## src/inc/clr_pkg.sv

```systemverilog
// Purpose: Shared types and constants for the compare/logic/rotate datapath
// Assumes: One core clock; one state equals one clock cycle
// Notes: Cost figures are per-instruction base states
`default_nettype none
package clr_pkg;
  localparam int unsigned DW = 32;
  localparam logic [15:0] EXT_ZERO = 16'h0000;
  localparam logic [15:0] EXT_ONES = 16'hFFFF;
  // Bit operand mapping
  localparam logic [7:0] BIT_RAM_BASE = 8'h20;
  localparam logic [7:0] BIT_SFR_LIMIT = 8'h80;
  localparam logic [15:0] EXT_BIT_LO = 16'h0020;
  localparam logic [15:0] EXT_BIT_HI = 16'h007F;
  // Target masks
  localparam logic [23:0] BLOCK_MASK = 24'hFFF800;
  localparam logic [23:0] REGION_MASK = 24'hFF0000;
  // Base state costs in binary mode; source mode subtracts one from compare costs
  localparam logic [3:0] C_RR_B = 4'h2;
  localparam logic [3:0] C_RR_W = 4'h3;
  localparam logic [3:0] C_RR_D = 4'h5;
  localparam logic [3:0] C_IM_B = 4'h3;
  localparam logic [3:0] C_IM_W = 4'h4;
  localparam logic [3:0] C_IM_D = 4'h6;
  localparam logic [3:0] C_MEM_B = 4'h3;
  localparam logic [3:0] C_MEM_W = 4'h4;
  localparam logic [3:0] C_IND16 = 4'h3;
  localparam logic [3:0] C_IND24 = 4'h4;
  localparam logic [3:0] C_ACC = 4'h1;
  localparam logic [3:0] C_SRC_SAVE = 4'h1;
  localparam logic [3:0] C_IO_ADD = 4'h1;
  localparam logic [3:0] C_SFR_ADD = 4'h2;
  localparam logic [3:0] C_EXT_ADD = 4'h2;

  typedef enum logic [3:0] {
    CLR_OP_CMP = 4'h0, CLR_OP_AND = 4'h1, CLR_OP_OR = 4'h2, CLR_OP_XOR = 4'h3,
    CLR_OP_CLRA = 4'h4, CLR_OP_CPLA = 4'h5, CLR_OP_RL = 4'h6, CLR_OP_RLC = 4'h7,
    CLR_OP_RR = 4'h8, CLR_OP_RRC = 4'h9
  } clr_op_t;
  typedef enum logic [1:0] {CLR_SZ_B = 2'h0, CLR_SZ_W = 2'h1, CLR_SZ_D = 2'h2} clr_size_t;
  typedef enum logic [2:0] {
    CLR_SRC_REG = 3'h0, CLR_SRC_IMM = 3'h1, CLR_SRC_SHORT_DIRECT_OPERAND = 3'h2,
    CLR_SRC_LONG_DIRECT_OPERAND = 3'h3, CLR_SRC_IND16 = 3'h4, CLR_SRC_IND24 = 3'h5
  } clr_src_t;
  typedef enum logic [1:0] {CLR_EXT_NONE = 2'h0, CLR_EXT_ZERO = 2'h1, CLR_EXT_ONES = 2'h2}
    clr_ext_t;
  typedef enum logic [1:0] {CLR_LOC_RAM = 2'h0, CLR_LOC_IO = 2'h1, CLR_LOC_SFR = 2'h2,
    CLR_LOC_EXT = 2'h3} clr_loc_t;

  typedef struct packed {
    clr_op_t op;
    clr_size_t size;
    clr_src_t src;
    clr_ext_t ext;
    clr_loc_t loc;
    logic [1:0] short_inc;
    logic source_mode;
    logic [31:0] dst;
    logic [31:0] srcv;
    logic [15:0] imm16;
  } clr_req_t;

  typedef struct packed {
    logic [31:0] result;
    logic write_back;
    logic carry;
    logic zero;
    logic sign;
  } clr_res_t;

  typedef struct packed {
    logic [23:0] block_addr;
    logic [23:0] region_addr;
    logic [23:0] full_addr;
    logic [23:0] rel_addr;
    logic [7:0] bit_byte;
    logic [2:0] bit_pos;
    logic bit_is_sfr;
    logic ext_bit_ok;
    logic [2:0] short_val;
  } clr_addr_t;
endpackage : clr_pkg
`default_nettype wire

```

## src/logic/clr_cost.sv

```systemverilog
// Purpose: State cost of one instruction
// Assumes: Wait-state count is quasi-static configuration
// Notes: Pure combinational
`default_nettype none
module clr_cost (
  input wire clr_pkg::clr_req_t req,
  input wire logic [3:0] wait_n,
  output logic [7:0] states
);
  import clr_pkg::*;
  logic [7:0] base;
  logic [7:0] add;
  always_comb begin
    base = 8'h00;
    add = 8'h00;
    if (req.op == CLR_OP_CMP) begin
      case (req.src)
        CLR_SRC_REG: base = {4'h0, (req.size == CLR_SZ_B) ? C_RR_B :
          (req.size == CLR_SZ_W) ? C_RR_W : C_RR_D};
        CLR_SRC_IMM: base = {4'h0, (req.size == CLR_SZ_B) ? C_IM_B :
          (req.size == CLR_SZ_W) ? C_IM_W : C_IM_D};
        CLR_SRC_IND16: base = {4'h0, C_IND16};
        CLR_SRC_IND24: base = {4'h0, C_IND24};
        default: base = {4'h0, (req.size == CLR_SZ_B) ? C_MEM_B : C_MEM_W};
      endcase
      if (req.source_mode) begin
        base = base - {4'h0, C_SRC_SAVE};
      end
      if (req.src == CLR_SRC_SHORT_DIRECT_OPERAND && req.loc == CLR_LOC_IO) begin
        add = {4'h0, C_IO_ADD};
      end else if (req.src == CLR_SRC_SHORT_DIRECT_OPERAND && req.loc == CLR_LOC_SFR) begin
        add = {4'h0, C_SFR_ADD};
      end else if (req.src >= CLR_SRC_LONG_DIRECT_OPERAND && req.loc == CLR_LOC_EXT) begin
        add = {4'h0, wait_n} + {4'h0, C_EXT_ADD};
        if (req.size == CLR_SZ_W) begin
          add = {add[6:0], 1'b0};
        end
      end
    end else if (req.op >= CLR_OP_CLRA) begin
      base = {4'h0, C_ACC};
    end else begin
      base = {4'h0, C_ACC};
    end
    states = base + add;
  end
endmodule : clr_cost
`default_nettype wire

```

## src/logic/clr_addr.sv

```systemverilog
// Purpose: Operand and target address forming
// Assumes: pc_next is the first byte of the following instruction
// Notes: Pure combinational
`default_nettype none
module clr_addr (
  input wire logic [23:0] pc_next,
  input wire logic [7:0] rel8,
  input wire logic [23:0] target,
  input wire logic [7:0] bit_num,
  input wire logic [15:0] ext_bit_addr,
  input wire logic [1:0] short_code,
  output clr_pkg::clr_addr_t addr
);
  import clr_pkg::*;
  always_comb begin
    addr.rel_addr = pc_next + {{16{rel8[7]}}, rel8};
    addr.block_addr = (pc_next & BLOCK_MASK) | (target & ~BLOCK_MASK);
    addr.region_addr = (pc_next & REGION_MASK) | (target & ~REGION_MASK);
    addr.full_addr = target;
    addr.bit_is_sfr = (bit_num >= BIT_SFR_LIMIT);
    addr.bit_pos = bit_num[2:0];
    if (addr.bit_is_sfr) begin
      addr.bit_byte = {bit_num[7:3], 3'h0};
    end else begin
      addr.bit_byte = BIT_RAM_BASE + {4'h0, bit_num[6:3]};
    end
    addr.ext_bit_ok = (ext_bit_addr >= EXT_BIT_LO) && (ext_bit_addr <= EXT_BIT_HI);
    case (short_code)
      2'h0: addr.short_val = 3'h1;
      2'h1: addr.short_val = 3'h2;
      default: addr.short_val = 3'h4;
    endcase
  end
endmodule : clr_addr
`default_nettype wire

```

## src/logic/clr_exec.sv

```systemverilog
// Purpose: Compare, logic and accumulator rotate datapath
// Assumes: Requests come from same-clock decode logic; one at a time
// Notes: Busy for all but the last of the instruction's states; done pulses in the last one
// What this block does
// - Accept a 16-bit immediate source operand
// - Extend 16-bit immediate with zeros or ones
// - Short immediate is 1, 2 or 4
// - Bits 00h-7Fh map RAM bytes 20h-2Fh
// - Bits 80h-FFh map SFRs ending 0h/8h
// - Extended bit reaches 0020h-007Fh only
// - Relative target: signed 8-bit from next
// - 11-bit target within same 2-Kbyte block
// - 16-bit target within same 64-Kbyte region
// - 24-bit target reaches whole address space
// - Register compare costs 2/3/5, source 1/2/4
// - Immediate compare costs 3/4/6, source one less
// - Memory compare base costs, source one less
// - I/O port adds 1, SFR adds 2
// - External byte access adds N+2 states
// - External word access adds 2(N+2) states
// - AND/OR/XOR result written to destination
// - Clear loads zero, complement inverts accumulator
// - Rotate left, carry untouched
// - Rotate left through carry
// - Rotate right, carry untouched
// - Rotate right through carry
// - Accumulator ops take one state
`default_nettype none
module clr_exec (
  input wire logic clk,
  input wire logic rst_n,
  input wire logic ce,
  input wire logic req_valid,
  input wire clr_pkg::clr_req_t req,
  input wire logic [3:0] wait_n,
  input wire logic carry_in,
  input wire logic [23:0] pc_next,
  input wire logic [7:0] rel8,
  input wire logic [23:0] target,
  input wire logic [7:0] bit_num,
  input wire logic [15:0] ext_bit_addr,
  output logic busy,
  output logic done,
  output clr_pkg::clr_res_t res,
  output clr_pkg::clr_addr_t addr_q,
  output logic [7:0] states_q
);
  import clr_pkg::*;

  typedef enum logic [1:0] {CLR_ST_IDLE = 2'b01, CLR_ST_RUN = 2'b10} clr_state_t;

  logic rst_s1_q;
  logic rst_s2_q;
  always_ff @(posedge clk or negedge rst_n) begin
    if (!rst_n) begin
      rst_s1_q <= 1'b0;
      rst_s2_q <= 1'b0;
    end else begin
      rst_s1_q <= 1'b1;
      rst_s2_q <= rst_s1_q;
    end
  end

  logic [7:0] states;
  clr_addr_t addr;
  clr_cost u_cost (
    .req(req),
    .wait_n(wait_n),
    .states(states)
  );
  clr_addr u_addr (
    .pc_next(pc_next),
    .rel8(rel8),
    .target(target),
    .bit_num(bit_num),
    .ext_bit_addr(ext_bit_addr),
    .short_code(req.short_inc),
    .addr(addr)
  );

  // Source operand forming
  logic [31:0] srcop;
  always_comb begin
    if (req.src == CLR_SRC_IMM) begin
      case (req.ext)
        CLR_EXT_ZERO: srcop = {EXT_ZERO, req.imm16};
        CLR_EXT_ONES: srcop = {EXT_ONES, req.imm16};
        default: srcop = {16'h0000, req.imm16};
      endcase
    end else begin
      srcop = req.srcv;
    end
  end

  // Result computation
  clr_res_t calc;
  logic [32:0] diff;
  logic [7:0] acc;
  always_comb begin
    acc = req.dst[7:0];
    diff = 33'h000000000;
    calc.result = req.dst;
    calc.write_back = 1'b1;
    calc.carry = carry_in;
    calc.zero = 1'b0;
    calc.sign = 1'b0;
    case (req.op)
      CLR_OP_CMP: begin
        diff = {1'b0, req.dst} - {1'b0, srcop};
        calc.write_back = 1'b0;
        case (req.size)
          CLR_SZ_B: begin
            calc.carry = req.dst[7:0] < srcop[7:0];
            calc.zero = diff[7:0] == 8'h00;
            calc.sign = diff[7];
          end
          CLR_SZ_W: begin
            calc.carry = req.dst[15:0] < srcop[15:0];
            calc.zero = diff[15:0] == 16'h0000;
            calc.sign = diff[15];
          end
          default: begin
            calc.carry = diff[32];
            calc.zero = diff[31:0] == 32'h00000000;
            calc.sign = diff[31];
          end
        endcase
      end
      CLR_OP_AND: calc.result = req.dst & srcop;
      CLR_OP_OR: calc.result = req.dst | srcop;
      CLR_OP_XOR: calc.result = req.dst ^ srcop;
      CLR_OP_CLRA: calc.result = {req.dst[31:8], 8'h00};
      CLR_OP_CPLA: calc.result = {req.dst[31:8], ~acc};
      CLR_OP_RL: calc.result = {req.dst[31:8], acc[6:0], acc[7]};
      CLR_OP_RLC: begin
        calc.result = {req.dst[31:8], acc[6:0], carry_in};
        calc.carry = acc[7];
      end
      CLR_OP_RR: calc.result = {req.dst[31:8], acc[0], acc[7:1]};
      CLR_OP_RRC: begin
        calc.result = {req.dst[31:8], carry_in, acc[7:1]};
        calc.carry = acc[0];
      end
      default: calc.write_back = 1'b0;
    endcase
  end

  // Sequencer: counts the instruction's states before reporting
  clr_state_t state_q, state_d;
  logic [7:0] cnt_q, cnt_d;
  logic busy_d, done_d;
  clr_res_t res_d;
  clr_addr_t addr_d;
  logic [7:0] states_d;
  always_comb begin
    state_d = state_q;
    cnt_d = cnt_q;
    busy_d = busy;
    done_d = 1'b0;
    res_d = res;
    addr_d = addr_q;
    states_d = states_q;
    case (state_q)
      CLR_ST_IDLE: begin
        if (req_valid) begin
          res_d = calc;
          addr_d = addr;
          states_d = states;
          if (states <= 8'h01) begin
            done_d = 1'b1;
            busy_d = 1'b0;
          end else begin
            cnt_d = states - 8'h02;
            busy_d = 1'b1;
            state_d = CLR_ST_RUN;
          end
        end
      end
      CLR_ST_RUN: begin
        if (cnt_q == 8'h00) begin
          done_d = 1'b1;
          busy_d = 1'b0;
          state_d = CLR_ST_IDLE;
        end else begin
          cnt_d = cnt_q - 8'h01;
        end
      end
      default: begin
        state_d = CLR_ST_IDLE;
        busy_d = 1'b0;
      end
    endcase
  end

  // Clock enable low freezes everything but the reset synchronizer
  always_ff @(posedge clk or negedge rst_s2_q) begin
    if (!rst_s2_q) begin
      state_q <= CLR_ST_IDLE;
      cnt_q <= 8'h00;
      busy <= 1'b0;
      done <= 1'b0;
      res <= '0;
      addr_q <= '0;
      states_q <= 8'h00;
    end else if (ce) begin
      state_q <= state_d;
      cnt_q <= cnt_d;
      busy <= busy_d;
      done <= done_d;
      res <= res_d;
      addr_q <= addr_d;
      states_q <= states_d;
    end
  end
endmodule : clr_exec
`default_nettype wire

```

## config.mk

```make
export PLATFORM = sky130hd
export DESIGN_NAME = clr_exec
export DESIGN_NICKNAME = d
export VERILOG_FILES = /design/src/inc/clr_pkg.sv /design/src/logic/clr_cost.sv /design/src/logic/clr_addr.sv /design/src/logic/clr_exec.sv
export SDC_FILE = /design/constraint.sdc
export NUM_CORES = 1
export LEC_CHECK = 0
export BUFFER_PORTS_ARGS = -buffer_cell sky130_fd_sc_hd__clkbuf_2
export CORE_MARGIN = 1.5
export CORE_UTILIZATION = 50
export DETAILED_ROUTE_END_ITERATION = 6
export PLACE_DENSITY = 0.81
export SLEW_MARGIN = 20
export SYNTH_ARGS = -nofsm -noshare
export SYNTH_HDL_FRONTEND = slang
export SYNTH_SLANG_ARGS = --single-unit
```

## constraint.sdc

```tcl
create_clock -name clk -period 4.8 [get_ports clk]
set_input_delay 0.48 -clock clk [delete_from_list [all_inputs] [get_ports clk]]
set_output_delay 0.48 -clock clk [all_outputs]
set_load 0.01 [all_outputs]
```

==> results.txt <==
Reg clk slew, reported paths: 0.07 ns
synth warn: 0
Non-Filler Instances: 2152
Layout area overhead: 20.1%
most frequently used flop master after synthesis: dfrtp_1
Netlist Area Pre-Place: 0.0122 mm2
Max Buffers Root-to-Sink: 2
max-slew violation total from the final report: 0
area fraction of the dominant cell type after synthesis: 0.274
Die X: 160 um
Fill cells: 2128
final hold vios: 0
DRT Pass-1 Iters: 5
DP Wirelength: 30500 um
largest net degree at the start of global routing: 70
post-synthesis area per instance: 8.02 um2
total global routing overflow: 0
core area: 0.0242 mm2
Worst Path Max Fanout: 18
clock latency on the worst-skew pair: 0.43 ns
Post-route DRC: 0
P_leak: 7.59 nW
TritonCTS clock tree: yes
r2r startpoint: state_q[0]
most frequent cell after synthesis: nand2_1
pwr dens: 410 mW/mm2
Routed WL: 38800 um
RSZ-0062 raised after global routing: no
fin crit share: 0.878
root buffer cell: clkbuf_16
Fmax: 237 MHz
Sink Count: 135
hold_ws: 0.239 ns
HP Start: target[17]
setup TNS: 0 ns
routed len/inst: 18.0 um
Hold Path Class: primary input to flip-flop
GP Congestion: 0.958
Die ar.: 0.0254 mm2
Layout Skew: 0.0202 ns
Tmin final: 4.21 ns
GR Util met1: 0.378
via count: 12355
GR Util All Layers: 0.303
Setup Viol. Count Final: 0
Worst EP arrival: 4.51 ns
DR iter-0 viols: 933
setup ws final: 0.587 ns
slew margin rel.: 0.336
Reg2Reg Setup Slack: 2.25 ns
startpoint types: primary input
Max VDD drop: 214 uV
Num CTS Buffers: 17
status: complete, no violations
global routing usage on met3: 0.0432
crit path kind: primary input to flip-flop
CP Launch Point: req[87]
Initial Util: 0.507
IO buf count: 337
R2R cell count: 5
htree depth: 4
met2 Use GR: 0.518
vias in the first global route: 11854
first-pass GRT wire length: 61400 um
Worst setup EP type: flip-flop
post-route ant nets: 0
Req. time, crit path: 5.09 ns
Synth cell types: 85
global routing's busiest layer: met2
post-synthesis sequential area ratio: 0.276
IO Pins: 343
# placed instances: 2118
reg-to-reg endpoint: addr_q[89]
Chip Height: 160 um
row cnt: 57
postcts setup bufs: 0
initial antenna violation count: 1
top post-synthesis cells by count: nand2_1 (264), ha_1 (147), dfrtp_1 (134)
asr flop ratio synth: 1.00
largest cells by area after synthesis: dfrtp_1 (27%), ha_1 (15%), nand2_1 (8.1%), o21ai_0 (3.8%), inv_1 (3.5%)
Final nets: 2149
Post-Syn Instances: 1527
setup slack at placement: 0.253 ns
Post-synth EDFFs: 0
largest area contributor in the netlist: dfrtp_1
routed vias/inst: 5.74
Setup crit end: res[2]
Max Cap Violations: 0
Yosys reg bits: 135
Slew @ Worst Pin: 0.996 ns
post-layout util: 0.608
share of cells above drive strength 1: 0.248
-- placed cells by master (no fill, tap or decap), types with 18 or more instances in the layout --
master / Yosys / routed
buf_4: 38 / 40
a21oi_1: 80 / 80
nand2_1: 264 / 264
nand3_1: 23 / 22
inv_1: 114 / 114
o21a_1: 23 / 23
dfrtp_1: 134 / 133
a221oi_1: 20 / 20
ha_1: 147 / 147
o21ai_0: 94 / 94
nor3_1: 26 / 26
nor2_1: 101 / 100
mux2i_1: 38 / 38
a31oi_1: 31 / 31
a21o_1: 18 / 18
clkbuf_2: 0 / 337
xnor2_1: 27 / 27
-- cells by family after synthesis --
group	synth area share
other cells	0.000613
compound gates	0.216
fa+ha+maj	0.155
xor+xnor	0.0315
simple gates	0.189
buf+inv	0.0854
flops	0.276
mux	0.0467
-- per-layer routing --
metal	vias up	routed length [um]	share of wire
met2	521	18700	0.48
met3	89	2230	0.058
li1	5883	-	-
met4	0	1530	0.040
met5	-	0	0
met1	5862	16300	0.42
-- worst min path at each step --
stage | to | depth (start not counted)
2_1_floorplan | rst_s1_q | 0
3_3_place_gp | rst_s1_q | 1
3_5_place_dp | rst_s1_q | 1
4_1_cts | addr_q[97] | 3
5_1_grt | addr_q[0] | 2
6_report | addr_q[57] | 3
-- timing repair --
item | in CTS | in global routing
hold buffers | 1 | 0
hold endpoints to repair | 2 | 0
gates resized for setup | 0 | 0
-- power breakdown --
part           switching (mW)  internal [mW]
logic                    1.63           1.06
clock network           0.560          0.796
registers               0.354           1.64
-- state kept, by name, summed over array words and instances, names as in the netlist --
register	cells
addr_q	77
done	1
state_q	2
states_q	8
cnt_q	8
rst_s2_q	1
res	36
rst_s1_q	1
busy	1
-- area by class of cell --
cell class | count | area (um2) | area share
antenna | 1 | 2.50 | 0.000170
clock buffer | 19 | 443 | 0.0301
clock inverter | 13 | 159 | 0.0108
inverter | 118 | 443 | 0.0301
multi-input combinational | 1163 | 7860 | 0.534
sequential | 135 | 3380 | 0.230
tap | 324 | 405 | 0.0276
timing repair buffer | 379 | 2020 | 0.137
-- metrics by stage --
step | total power [mW] | cell area, um2
floorplan | 3.67 | 12300
global placement | 4.59 | 14100
detailed placement | 4.68 | 14100
CTS | 6.05 | 14700
global route | 6.43 | 14700
finish | 6.03 | 14700
-- critical path: stages --
cell and delay, ns:
clkbuf_2 0.13, nor2b_1 0.17, nor2b_4 0.20, buf_12 0.20, buf_4 0.24, mux2i_1 0.39, ha_1 0.42, nor2_1 0.18
nand3_1 0.19, o221ai_1 0.29, o311ai_1 0.16, a2111oi_0 0.62, buf_4 0.21, o21ai_1 0.07, a21oi_1 0.16, o21ai_1 0.11
a21oi_1 0.17, o21ai_1 0.09
Power figures use the tool's default switching activity.
